<file path="src/include/pin_mux_pkg.sv">
package pin_mux_pkg;
  // bus geometry
  localparam int ADDR_W = 8;
  localparam int DATA_W = 32;
  // register byte offsets
  localparam logic [7:0] PF_DIR_OFS = 8'h00;
  localparam logic [7:0] PF_FUNC_OFS = 8'h04;
  localparam logic [7:0] PG_DIR_OFS = 8'h08;
  localparam logic [7:0] PIN_STATE_OFS = 8'h0C;
  // writable bits; everything else stores and reads zero
  localparam logic [15:0] PF_DIR_MASK = 16'h00EE;
  localparam logic [15:0] PF_FUNC_MASK = 16'hFCFC;
  localparam logic [15:0] PG_DIR_MASK = 16'hE000;
  // reset values
  localparam logic [15:0] PF_DIR_RESET = 16'h0000;
  localparam logic [15:0] PF_FUNC_RESET = 16'h0000;
  localparam logic [15:0] PG_DIR_RESET = 16'h0000;
  // function field positions (two bits each)
  localparam int PF7_FUNC_POS = 14;
  localparam int PF6_FUNC_POS = 12;
  localparam int PF5_FUNC_POS = 10;
  localparam int PF3_FUNC_POS = 6;
  localparam int PF2_FUNC_POS = 4;
  localparam int PF1_FUNC_POS = 2;
  // lowest port g direction bit (pin 29), pins 30 and 31 follow
  localparam int PG_DIR_POS = 13;
  // pin state register layout
  localparam int STATE_PF_OE_POS = 0;
  localparam int STATE_PG_OE_POS = 8;
  // axi responses
  localparam logic [1:0] RESP_OKAY = 2'b00;
  localparam logic [1:0] RESP_SLVERR = 2'b10;
  // register selector codes
  typedef enum logic [2:0] {
    SEL_NONE = 3'b000,
    SEL_PF_DIR = 3'b001,
    SEL_PF_FUNC = 3'b010,
    SEL_PG_DIR = 3'b011,
    SEL_PIN_STATE = 3'b100
  } reg_sel_t;
  // pin function codes
  typedef enum logic [1:0] {
    FUNC_GPIO = 2'b00,
    FUNC_ALT1 = 2'b01,
    FUNC_ALT2 = 2'b10,
    FUNC_ALT3 = 2'b11
  } pin_func_t;
  // axi channel state
  typedef enum logic {
    CH_IDLE = 1'b0,
    CH_RESP = 1'b1
  } chan_state_t;
endpackage : pin_mux_pkg

</file>
<file path="src/include/reg_access_if.sv">
`timescale 1ns/1ps
`default_nettype none
// register access between bus slave and register file
interface reg_access_if import pin_mux_pkg::*; ();
  logic wr_stb;
  logic [ADDR_W-1:0] wr_addr;
  logic [DATA_W-1:0] wr_data;
  logic [3:0] wr_strb;
  logic wr_ok;
  logic [ADDR_W-1:0] rd_addr;
  logic [DATA_W-1:0] rd_data;
  logic rd_ok;
  modport bus (output wr_stb, wr_addr, wr_data, wr_strb, rd_addr,
               input wr_ok, rd_data, rd_ok);
  modport regs (input wr_stb, wr_addr, wr_data, wr_strb, rd_addr,
                output wr_ok, rd_data, rd_ok);
endinterface : reg_access_if
`default_nettype wire

</file>
<file path="src/design/pad_stage.sv">
`timescale 1ns/1ps
`default_nettype none
// output flops for a group of pins, plus capture of the pin levels
module pad_stage #(
  parameter int N = 8
) (
  // clock and reset
  input wire logic mclk,
  input wire logic reset,
  // next drive from the mux
  input wire logic [N-1:0] next_out,
  input wire logic [N-1:0] next_oe,
  // pin levels
  input wire logic [N-1:0] pin_in,
  // registered pad side
  output logic [N-1:0] out,
  output logic [N-1:0] oe,
  output logic [N-1:0] in_q
);
  genvar i;
  generate
    for (i = 0; i < N; i++) begin : g_bit
      // each pin starts undriven so nothing fights a board driver
      always_ff @(posedge mclk or posedge reset) begin
        if (reset) begin
          out[i] <= 1'b0;
          oe[i] <= 1'b0;
          in_q[i] <= 1'b0;
        end else begin
          out[i] <= next_out[i];
          oe[i] <= next_oe[i];
          in_q[i] <= pin_in[i];
        end
      end
    end
  endgenerate
endmodule : pad_stage
`default_nettype wire

</file>
<file path="src/design/axil_slave.sv">
`timescale 1ns/1ps
`default_nettype none
// axi4-lite slave front end; one write and one read in flight
module axil_slave import pin_mux_pkg::*; (
  // clock and reset
  input wire logic mclk,
  input wire logic reset,
  // write channels
  input wire logic [ADDR_W-1:0] awaddr,
  input wire logic awvalid,
  output logic awready,
  input wire logic [DATA_W-1:0] wdata,
  input wire logic [3:0] wstrb,
  input wire logic wvalid,
  output logic wready,
  output logic [1:0] bresp,
  output logic bvalid,
  input wire logic bready,
  // read channels
  input wire logic [ADDR_W-1:0] araddr,
  input wire logic arvalid,
  output logic arready,
  output logic [DATA_W-1:0] rdata,
  output logic [1:0] rresp,
  output logic rvalid,
  input wire logic rready,
  // register file side
  reg_access_if.bus rif
);
  chan_state_t wr_state, next_wr_state; // write channel state
  chan_state_t rd_state, next_rd_state; // read channel state
  logic aw_held, next_aw_held; // address captured
  logic w_held, next_w_held; // data captured
  logic [ADDR_W-1:0] aw_addr, next_aw_addr;
  logic [DATA_W-1:0] w_data, next_w_data;
  logic [3:0] w_strb, next_w_strb;
  logic [1:0] next_bresp, next_rresp;
  logic [DATA_W-1:0] next_rdata;
  logic next_awready, next_wready, next_arready, next_bvalid, next_rvalid;

  // address and data may arrive in either order; the write fires once both are held
  always_comb begin
    next_aw_held = aw_held;
    next_w_held = w_held;
    next_aw_addr = aw_addr;
    next_w_data = w_data;
    next_w_strb = w_strb;
    next_wr_state = wr_state;
    next_bresp = bresp;
    next_rd_state = rd_state;
    next_rdata = rdata;
    next_rresp = rresp;
    rif.wr_stb = aw_held && w_held && (wr_state == CH_IDLE);
    rif.wr_addr = aw_addr;
    rif.wr_data = w_data;
    rif.wr_strb = w_strb;
    rif.rd_addr = araddr;
    if (awvalid && awready) begin
      next_aw_held = 1'b1;
      next_aw_addr = awaddr;
    end
    if (wvalid && wready) begin
      next_w_held = 1'b1;
      next_w_data = wdata;
      next_w_strb = wstrb;
    end
    case (wr_state)
      CH_IDLE: begin
        // unmapped addresses still answer, with an error
        if (rif.wr_stb) begin
          next_wr_state = CH_RESP;
          next_bresp = rif.wr_ok ? RESP_OKAY : RESP_SLVERR;
          next_aw_held = 1'b0;
          next_w_held = 1'b0;
        end
      end
      default: begin
        if (bready) begin
          next_wr_state = CH_IDLE;
        end
      end
    endcase
    case (rd_state)
      CH_IDLE: begin
        // read data is sampled on the address handshake edge
        if (arvalid && arready) begin
          next_rd_state = CH_RESP;
          next_rdata = rif.rd_data;
          next_rresp = rif.rd_ok ? RESP_OKAY : RESP_SLVERR;
        end
      end
      default: begin
        if (rready) begin
          next_rd_state = CH_IDLE;
        end
      end
    endcase
    // readies close while a response is pending so nothing queues up
    next_awready = !next_aw_held && (next_wr_state == CH_IDLE);
    next_wready = !next_w_held && (next_wr_state == CH_IDLE);
    next_bvalid = (next_wr_state == CH_RESP);
    next_arready = (next_rd_state == CH_IDLE);
    next_rvalid = (next_rd_state == CH_RESP);
  end

  // channel registers
  always_ff @(posedge mclk or posedge reset) begin
    if (reset) begin
      wr_state <= CH_IDLE;
      rd_state <= CH_IDLE;
      aw_held <= 1'b0;
      w_held <= 1'b0;
      aw_addr <= '0;
      w_data <= '0;
      w_strb <= 4'h0;
      bresp <= RESP_OKAY;
      rresp <= RESP_OKAY;
      rdata <= '0;
      awready <= 1'b1;
      wready <= 1'b1;
      arready <= 1'b1;
      bvalid <= 1'b0;
      rvalid <= 1'b0;
    end else begin
      wr_state <= next_wr_state;
      rd_state <= next_rd_state;
      aw_held <= next_aw_held;
      w_held <= next_w_held;
      aw_addr <= next_aw_addr;
      w_data <= next_w_data;
      w_strb <= next_w_strb;
      bresp <= next_bresp;
      rresp <= next_rresp;
      rdata <= next_rdata;
      awready <= next_awready;
      wready <= next_wready;
      arready <= next_arready;
      bvalid <= next_bvalid;
      rvalid <= next_rvalid;
    end
  end
endmodule : axil_slave
`default_nettype wire

</file>
<file path="src/design/port_f_g_pin_function_direction.sv">
`timescale 1ns/1ps
`default_nettype none
module port_f_g_pin_function_direction import pin_mux_pkg::*; (
  // clock and reset
  input wire logic mclk,
  input wire logic reset,
  // axi4-lite write
  input wire logic [ADDR_W-1:0] awaddr,
  input wire logic awvalid,
  output logic awready,
  input wire logic [DATA_W-1:0] wdata,
  input wire logic [3:0] wstrb,
  input wire logic wvalid,
  output logic wready,
  output logic [1:0] bresp,
  output logic bvalid,
  input wire logic bready,
  // axi4-lite read
  input wire logic [ADDR_W-1:0] araddr,
  input wire logic arvalid,
  output logic arready,
  output logic [DATA_W-1:0] rdata,
  output logic [1:0] rresp,
  output logic rvalid,
  input wire logic rready,
  // operating mode and port g selection from outside
  input wire logic single_chip,
  input wire logic [2:0] pg_func_sel,
  // port f pins, index = pin number
  input wire logic [7:0] pf_in,
  output logic [7:0] pf_out,
  output logic [7:0] pf_oe,
  // port g pins, index 0..2 = pin 29..31
  input wire logic [2:0] pg_in,
  output logic [2:0] pg_out,
  output logic [2:0] pg_oe,
  // general i/o data path
  input wire logic [7:0] pf_gpio_out,
  output logic [7:0] pf_gpio_in,
  input wire logic [2:0] pg_gpio_out,
  output logic [2:0] pg_gpio_in,
  // dma controller
  output logic dma_request_ch0,
  output logic dma_request_ch1,
  input wire logic dma_request_sampled_ch0,
  input wire logic dma_request_sampled_ch1,
  input wire logic dma_acknowledge_ch0,
  input wire logic dma_acknowledge_ch1,
  // interrupt controller
  input wire logic interrupt_ack_output,
  // pulse timer unit: 0=0a 1=0b 2=0c 3=0d 4=2a 5=2b
  input wire logic [5:0] timer_out,
  output logic [5:0] timer_in,
  // serial communication unit
  input wire logic serial1_transmit,
  output logic serial1_receive,
  input wire logic serial2_transmit,
  output logic serial2_receive,
  input wire logic serial2_clock_out,
  output logic serial2_clock_in
);
  reg_access_if rif();

  logic [15:0] port_f_low_direction, next_port_f_low_direction;
  logic [15:0] port_f_low_function_select, next_port_f_low_function_select;
  logic [15:0] port_g_direction, next_port_g_direction;
  reg_sel_t wsel, rsel; // decoded write and read targets
  logic [7:0] next_pf_out, next_pf_oe;
  logic [2:0] next_pg_out, next_pg_oe;
  pin_func_t f7, f6, f5, f3, f2, f1; // effective pin functions
  logic next_dma_request_ch0, next_dma_request_ch1;
  logic [5:0] next_timer_in;
  logic next_serial1_receive, next_serial2_receive, next_serial2_clock_in;

  // address to register, shared by write and read paths
  function automatic reg_sel_t reg_select(input logic [ADDR_W-1:0] a);
    if (a[ADDR_W-1:2] == PF_DIR_OFS[ADDR_W-1:2]) begin
      return SEL_PF_DIR;
    end else if (a[ADDR_W-1:2] == PF_FUNC_OFS[ADDR_W-1:2]) begin
      return SEL_PF_FUNC;
    end else if (a[ADDR_W-1:2] == PG_DIR_OFS[ADDR_W-1:2]) begin
      return SEL_PG_DIR;
    end else if (a[ADDR_W-1:2] == PIN_STATE_OFS[ADDR_W-1:2]) begin
      return SEL_PIN_STATE;
    end else begin
      return SEL_NONE;
    end
  endfunction : reg_select

  // byte-lane merge into a 16-bit register, then drop reserved bits
  function automatic logic [15:0] merge16(input logic [15:0] old, input logic [15:0] nw,
                                          input logic [1:0] strb, input logic [15:0] mask);
    logic [15:0] v;
    v = old;
    if (strb[0]) begin
      v[7:0] = nw[7:0];
    end
    if (strb[1]) begin
      v[15:8] = nw[15:8];
    end
    return v & mask;
  endfunction : merge16

  // a field's code, with dma choices falling back to gpio in single-chip mode
  function automatic pin_func_t eff_func(input logic [15:0] r, input int pos,
                                         input logic dma_mode_gated, input logic sc);
    pin_func_t f;
    f = pin_func_t'(r[pos +: 2]);
    if (dma_mode_gated && sc && (f == FUNC_ALT1)) begin
      f = FUNC_GPIO;
    end
    return f;
  endfunction : eff_func

  // bus front end
  axil_slave u_bus (
    .mclk(mclk),
    .reset(reset),
    .awaddr(awaddr),
    .awvalid(awvalid),
    .awready(awready),
    .wdata(wdata),
    .wstrb(wstrb),
    .wvalid(wvalid),
    .wready(wready),
    .bresp(bresp),
    .bvalid(bvalid),
    .bready(bready),
    .araddr(araddr),
    .arvalid(arvalid),
    .arready(arready),
    .rdata(rdata),
    .rresp(rresp),
    .rvalid(rvalid),
    .rready(rready),
    .rif(rif)
  );

  // register writes and reads; pin state is read-only
  always_comb begin
    wsel = reg_select(rif.wr_addr);
    rsel = reg_select(rif.rd_addr);
    next_port_f_low_direction = port_f_low_direction;
    next_port_f_low_function_select = port_f_low_function_select;
    next_port_g_direction = port_g_direction;
    rif.wr_ok = (wsel != SEL_NONE);
    rif.rd_ok = (rsel != SEL_NONE);
    rif.rd_data = '0;
    if (rif.wr_stb) begin
      if (wsel == SEL_PF_DIR) begin
        next_port_f_low_direction = merge16(port_f_low_direction, rif.wr_data[15:0],
                                            rif.wr_strb[1:0], PF_DIR_MASK);
      end else if (wsel == SEL_PF_FUNC) begin
        // a reserved code 11 is stored as written; the mux leaves such a pin idle
        next_port_f_low_function_select = merge16(port_f_low_function_select,
                                                  rif.wr_data[15:0], rif.wr_strb[1:0],
                                                  PF_FUNC_MASK);
      end else if (wsel == SEL_PG_DIR) begin
        next_port_g_direction = merge16(port_g_direction, rif.wr_data[15:0],
                                        rif.wr_strb[1:0], PG_DIR_MASK);
      end
    end
    if (rsel == SEL_PF_DIR) begin
      rif.rd_data[15:0] = port_f_low_direction;
    end else if (rsel == SEL_PF_FUNC) begin
      rif.rd_data[15:0] = port_f_low_function_select;
    end else if (rsel == SEL_PG_DIR) begin
      rif.rd_data[15:0] = port_g_direction;
    end else if (rsel == SEL_PIN_STATE) begin
      rif.rd_data[STATE_PF_OE_POS +: 8] = pf_oe;
      rif.rd_data[STATE_PG_OE_POS +: 3] = pg_oe;
    end
  end

  // only the external power-on reset reaches these; no other reset exists here
  always_ff @(posedge mclk or posedge reset) begin
    if (reset) begin
      port_f_low_direction <= PF_DIR_RESET;
      port_f_low_function_select <= PF_FUNC_RESET;
      port_g_direction <= PG_DIR_RESET;
    end else begin
      port_f_low_direction <= next_port_f_low_direction;
      port_f_low_function_select <= next_port_f_low_function_select;
      port_g_direction <= next_port_g_direction;
    end
  end

  // pin function mux: gpio and timer follow the direction bit, others their function
  always_comb begin
    f7 = eff_func(port_f_low_function_select, PF7_FUNC_POS, 1'b1, single_chip);
    f6 = eff_func(port_f_low_function_select, PF6_FUNC_POS, 1'b1, single_chip);
    f5 = eff_func(port_f_low_function_select, PF5_FUNC_POS, 1'b1, single_chip);
    f3 = eff_func(port_f_low_function_select, PF3_FUNC_POS, 1'b0, single_chip);
    f2 = eff_func(port_f_low_function_select, PF2_FUNC_POS, 1'b0, single_chip);
    f1 = eff_func(port_f_low_function_select, PF1_FUNC_POS, 1'b0, single_chip);
    // default: every pin is gpio steered by its direction bit
    next_pf_out = pf_gpio_out & PF_DIR_MASK[7:0];
    next_pf_oe = port_f_low_direction[7:0];
    next_pg_out = pg_gpio_out;
    next_pg_oe = port_g_direction[PG_DIR_POS +: 3];
    // unselected peripheral inputs sit at idle high, timer inputs low
    next_dma_request_ch0 = 1'b1;
    next_dma_request_ch1 = 1'b1;
    next_timer_in = 6'h00;
    next_serial1_receive = 1'b1;
    next_serial2_receive = 1'b1;
    next_serial2_clock_in = 1'b1;
    case (f7)
      FUNC_ALT1: begin
        next_pf_oe[7] = 1'b0;
        next_dma_request_ch1 = pf_in[7];
      end
      FUNC_ALT2: begin
        next_pf_out[7] = interrupt_ack_output;
        next_pf_oe[7] = 1'b1;
      end
      FUNC_ALT3: begin
        next_pf_out[7] = timer_out[3];
        next_timer_in[3] = pf_in[7];
      end
      default: begin
      end
    endcase
    case (f6)
      FUNC_ALT1: begin
        next_pf_out[6] = dma_request_sampled_ch1;
        next_pf_oe[6] = 1'b1;
      end
      FUNC_ALT2: begin
        next_pf_out[6] = serial1_transmit;
        next_pf_oe[6] = 1'b1;
      end
      FUNC_ALT3: begin
        next_pf_out[6] = timer_out[4];
        next_timer_in[4] = pf_in[6];
      end
      default: begin
      end
    endcase
    case (f5)
      FUNC_ALT1: begin
        next_pf_out[5] = dma_acknowledge_ch1;
        next_pf_oe[5] = 1'b1;
      end
      FUNC_ALT2: begin
        next_pf_oe[5] = 1'b0;
        next_serial1_receive = pf_in[5];
      end
      FUNC_ALT3: begin
        next_pf_out[5] = timer_out[5];
        next_timer_in[5] = pf_in[5];
      end
      default: begin
      end
    endcase
    case (f3)
      FUNC_ALT1: begin
        next_pf_oe[3] = 1'b0;
        next_dma_request_ch0 = pf_in[3];
      end
      FUNC_ALT2: begin
        next_pf_out[3] = timer_out[0];
        next_timer_in[0] = pf_in[3];
      end
      FUNC_ALT3: begin
        next_pf_oe[3] = 1'b0; // reserved code: pin left undriven
      end
      default: begin
      end
    endcase
    case (f2)
      FUNC_ALT1: begin
        next_pf_out[2] = dma_request_sampled_ch0;
        next_pf_oe[2] = 1'b1;
      end
      FUNC_ALT2: begin
        next_pf_out[2] = timer_out[2];
        next_timer_in[2] = pf_in[2];
      end
      FUNC_ALT3: begin
        next_pf_oe[2] = 1'b0;
      end
      default: begin
      end
    endcase
    case (f1)
      FUNC_ALT1: begin
        next_pf_out[1] = dma_acknowledge_ch0;
        next_pf_oe[1] = 1'b1;
      end
      FUNC_ALT2: begin
        next_pf_out[1] = timer_out[1];
        next_timer_in[1] = pf_in[1];
      end
      FUNC_ALT3: begin
        next_pf_oe[1] = 1'b0;
      end
      default: begin
      end
    endcase
    // port g: receive ignores direction, transmit drives, clock keeps direction
    if (pg_func_sel[2]) begin
      next_pg_oe[2] = 1'b0;
      next_serial2_receive = pg_in[2];
    end
    if (pg_func_sel[1]) begin
      next_pg_out[1] = serial2_transmit;
      next_pg_oe[1] = 1'b1;
    end
    if (pg_func_sel[0]) begin
      next_pg_out[0] = serial2_clock_out;
      next_serial2_clock_in = pg_in[0];
    end
  end

  // port f pads
  pad_stage #(.N(8)) u_pf_pads (
    .mclk(mclk),
    .reset(reset),
    .next_out(next_pf_out),
    .next_oe(next_pf_oe),
    .pin_in(pf_in),
    .out(pf_out),
    .oe(pf_oe),
    .in_q(pf_gpio_in)
  );

  // port g pads
  pad_stage #(.N(3)) u_pg_pads (
    .mclk(mclk),
    .reset(reset),
    .next_out(next_pg_out),
    .next_oe(next_pg_oe),
    .pin_in(pg_in),
    .out(pg_out),
    .oe(pg_oe),
    .in_q(pg_gpio_in)
  );

  // peripheral-facing inputs, registered like the pads
  always_ff @(posedge mclk or posedge reset) begin
    if (reset) begin
      dma_request_ch0 <= 1'b1;
      dma_request_ch1 <= 1'b1;
      timer_in <= 6'h00;
      serial1_receive <= 1'b1;
      serial2_receive <= 1'b1;
      serial2_clock_in <= 1'b1;
    end else begin
      dma_request_ch0 <= next_dma_request_ch0;
      dma_request_ch1 <= next_dma_request_ch1;
      timer_in <= next_timer_in;
      serial1_receive <= next_serial1_receive;
      serial2_receive <= next_serial2_receive;
      serial2_clock_in <= next_serial2_clock_in;
    end
  end
endmodule : port_f_g_pin_function_direction
`default_nettype wire

</file>
<file path="config.mk">
export PLATFORM = sky130hd
export DESIGN_NAME = port_f_g_pin_function_direction
export DESIGN_NICKNAME = d
export VERILOG_FILES = /design/src/include/pin_mux_pkg.sv /design/src/include/reg_access_if.sv /design/src/design/pad_stage.sv /design/src/design/axil_slave.sv /design/src/design/port_f_g_pin_function_direction.sv
export SDC_FILE = /design/constraint.sdc
export NUM_CORES = 1
export LEC_CHECK = 0
export BUFFER_PORTS_ARGS = -buffer_cell sky130_fd_sc_hd__buf_4
export CAP_MARGIN = 20
export CORE_ASPECT_RATIO = 1.4
export CORE_MARGIN = 5
export CORE_UTILIZATION = 30
export DETAILED_ROUTE_END_ITERATION = 12
export PLACE_DENSITY = 0.63
export SLEW_MARGIN = 30
export SYNTH_ARGS = -nofsm -noshare
export SYNTH_HDL_FRONTEND = slang
export SYNTH_SLANG_ARGS = --single-unit
</file>
<file path="constraint.sdc">
create_clock -name mclk -period 4.14 [get_ports mclk]
set_clock_uncertainty 0.15 [all_clocks]
set_input_delay 0.414 -clock mclk [delete_from_list [all_inputs] [get_ports mclk]]
set_output_delay 0.414 -clock mclk [all_outputs]
set_load 0.1 [all_outputs]
</file>
==> summary.md <==
| Metric | Value |
|---|---|
| Tmin final | `2140 ps` |
| Final-report max-slew violation count | `0` |
| Critical Path RT | `4210 ps` |
| Largest net degree at the start of global routing | `48` |
| Post-DR wirelength/cell | `15.8 um` |
| Mean Syn Cell Area | `13.3 um^2` |
| Row cnt | `51` |
| Vias in the first global route | `3140` |
| Cells after Synth | `325` |
| RD Place Congestion | `0.748` |
| Routed vias | `2897` |
| Tcrit/Tclk final | `51.8%` |
| CP startpoint kind | `flop` |
| VDD IR-drop max | `0.429 mV` |
| Drt pass-1 iters | `4` |
| Root Driver | `clkbuf_16` |
| Final setup violation count | `0` |
| Mapped cell area | `4310 um^2` |
| First-pass GRT wire length | `16800 um` |
| Static leakage | `2.76 nW` |
| Reg clk slew, reported paths | `70 ps` |
| #FFs+latches synth | `106` |
| Port-buffer cells | `133` |
| R2r setup slk | `2000 ps` |
| Fin util | `40.9%` |
| GR Overflow Total | `0` |
| Cell taking the most area after synthesis | `dfrtp_1` |
| DRT Wirelength | `10300 um` |
| # DRC | `0` |
| Post-synthesis cell type count | `38` |
| Core area | `14000 um^2` |
| PostCTS Resize Cnt | `0` |
| Die Ht | `152 um` |
| Unrepaired setup endpoints after global routing | `false` |
| Final setup TNS | `0 ps` |
| Antenna Cells | `0` |
| Failing checks | `negative hold slack` |
| Status | `finished with violations` |
| Number of vias per cell | `4.45` |
| Initial Utilization | `30.7%` |
| Antenna Violating Nets Remaining | `0` |
| Initial antenna violation count | `0` |
| Ratio of cells with drive above 1 in the final layout | `46.4%` |
| Area grow syn2layout | `33.3%` |
| Final Hold Viols | `14` |
| Worst-path fanout max | `6` |
| Post-synthesis sequential area ratio | `61.8%` |
| Fmax | `0.467 GHz` |
| Synth area leaders | `dfrtp_1 57%, mux2_2 12%, dfstp_2 4.9%, buf_4 4.0%, o21ai_0 1.7%` |
| PD cells | `664 nW/um^2` |
| Nets | `564` |
| # Max-Cap Violations | `0` |
| Htree depth | `3` |
| CTS max path bufs | `2` |
| Setup bufs post-CTS | `0` |
| Min-Delay Path Class | `in -> async` |
| Die X | `111 um` |
| Worst reg2reg path depth | `3` |
| Num CTS Buffers | `9` |
| Worst-Skew Late Latency | `340 ps` |
| CP endpoint kind | `flop` |
| Yosys warning count | `0` |
| CTS tree | `yes` |
| WHS | `-12.0 ps` |
| Worst rel slew slack | `44.2%` |
| Dpl hpwl | `8290 um` |
| Tightest Pin Transition | `837 ps` |
| Die Area | `16900 um^2` |
| Hold Buf Count CTS | `0` |
| Iter 0 DRT Violations | `81` |
| Ports | `184` |
| Top cell type's share of synthesized area | `56.9%` |
| Clock Sinks | `106` |
| GRT Util Overall | `12.4%` |
| Worst endpoint data arrival time | `2220 ps` |
| Crit path kind | `reg -> reg` |
==> worst paths after layout <==
check | to | startpoint
max in group asynchronous | serial2_receive | reset
worst max register to register | port_f_low_direction[2] | u_bus.rif.wr_addr[7]
min in group mclk | u_pg_pads.out[2] | pg_gpio_out[2]
worst max-delay path | port_f_low_direction[2] | u_bus.rif.wr_addr[7]
worst min register to register | u_pg_pads.oe[0] | port_g_direction[13]
worst min-delay path | u_pg_pads.out[2] | reset
==> Yosys cell counts <==
cell	instances
nand2_1	15
nor2b_1	11
nor2_1	12
ha_1	4
inv_1	12
clkbuf_1	8
a21oi_1	5
and2_1	6
and3b_1	1
mux2i_1	2
nand3_1	5
a22oi_1	6
nand2b_1	4
nand3b_1	7
dfstp_2	8
a211o_1	2
or4_4	1
a211oi_1	1
or3b_2	1
buf_4	23
and3_1	3
conb_1	1
or4_1	1
a22o_1	3
nand3b_2	1
mux2_2	47
o21ai_0	15
buf_1	1
nor4_4	2
dfrtp_1	98
or2_2	1
o21a_1	1
o2bb2ai_1	5
nor4_1	1
nor3_4	2
nor3_1	1
a21boi_0	1
a32o_1	7
==> flip-flops by register name, indices dropped and copies added (netlist names), 6 cells and up <==
signal	cells
u_bus.rif.wr_addr	6
u_bus.rif.wr_data	13
u_pf_pads.oe	6
u_pf_pads.out	6
u_pf_pads.in_q	8
port_f_low_function_select	12
timer_in	6
u_bus.rdata	15
port_f_low_direction	6
==> logic make-up after synthesis <==
kind of cell	count (synthesis)	synth area share, %
AOI/OAI and AO/OA	46	7.55
adders and majority gates	4	1.16
buffers and inverters	44	5.83
DFF	106	61.8
muxes	49	12.7
other	1	0.0870
and+or+nand+nor	75	10.9
==> routing by layer <==
metal  vias up  GRT usage [%]  wire, um
met1      1423           13.8      3850
met2        97           22.2      5560
met3        15           3.42       686
met5         -              0         0
li1       1362              -         -
met4         0           5.04       222
==> cells in the final DEF (no fill, tap or decap), drive strengths merged, types with 2 or more instances in the layout <==
master   netlist  routed
a211o          2       2
a21oi          5       5
a22o           3       3
a22oi          6       6
a32o           7       7
and2           6       6
and3           3       3
buf           24     135
clkbuf         8       9
clkinv         0       3
conb           1      23
dfrtp         98      98
dfstp          8       8
ha             4       4
inv           12      15
mux2          47      47
mux2i          2       2
nand2         15      15
nand2b         4       4
nand3          5       5
nand3b         8       8
nor2          12      12
nor2b         11      11
nor3           3       3
nor4           3       3
o21ai         15      15
o2bb2ai        5       5
or4            2       2
==> where the power goes <==
| part | total, mW | switching [mW] | internal, mW |
|---|---|---|---|
| clock | 0.822 | 0.398 | 0.424 |
| combinational | 1.44 | 1.02 | 0.427 |
| sequential | 1.55 | 0.229 | 1.32 |
| total | 3.81 | 1.64 | 2.17 |
==> worst max-delay path: stages, from the launching register on <==
cell	delay, ps
dfrtp_1	380
or4_4	620
nor4_4	480
mux2_2	390
==> area by class of cell <==
class	count	area (um^2)
clock buffer	9	225
clock inverter	7	70.1
fill	1363	8290
inverter	12	47.5
multi-input combinational	197	1500
sequential	106	2660
tap	185	231
timing repair buffer	135	1010
==> through the flow <==
| step | area (um^2) | power, mW | setup WS, ps | cells |
|---|---|---|---|---|
| after global routing | 5750 | 4.02 | 1900 | 651 |
| after global placement | 5440 | 2.99 | 1870 | 635 |
| after detailed placement | 5450 | 3.03 | 1960 | 635 |
| final | 5750 | 3.81 | 2000 | 651 |
| after CTS | 5750 | 3.87 | 1950 | 651 |
| after floorplan | 4390 | 2.68 | 800 | 347 |
(Power assumes the default switching activity.)
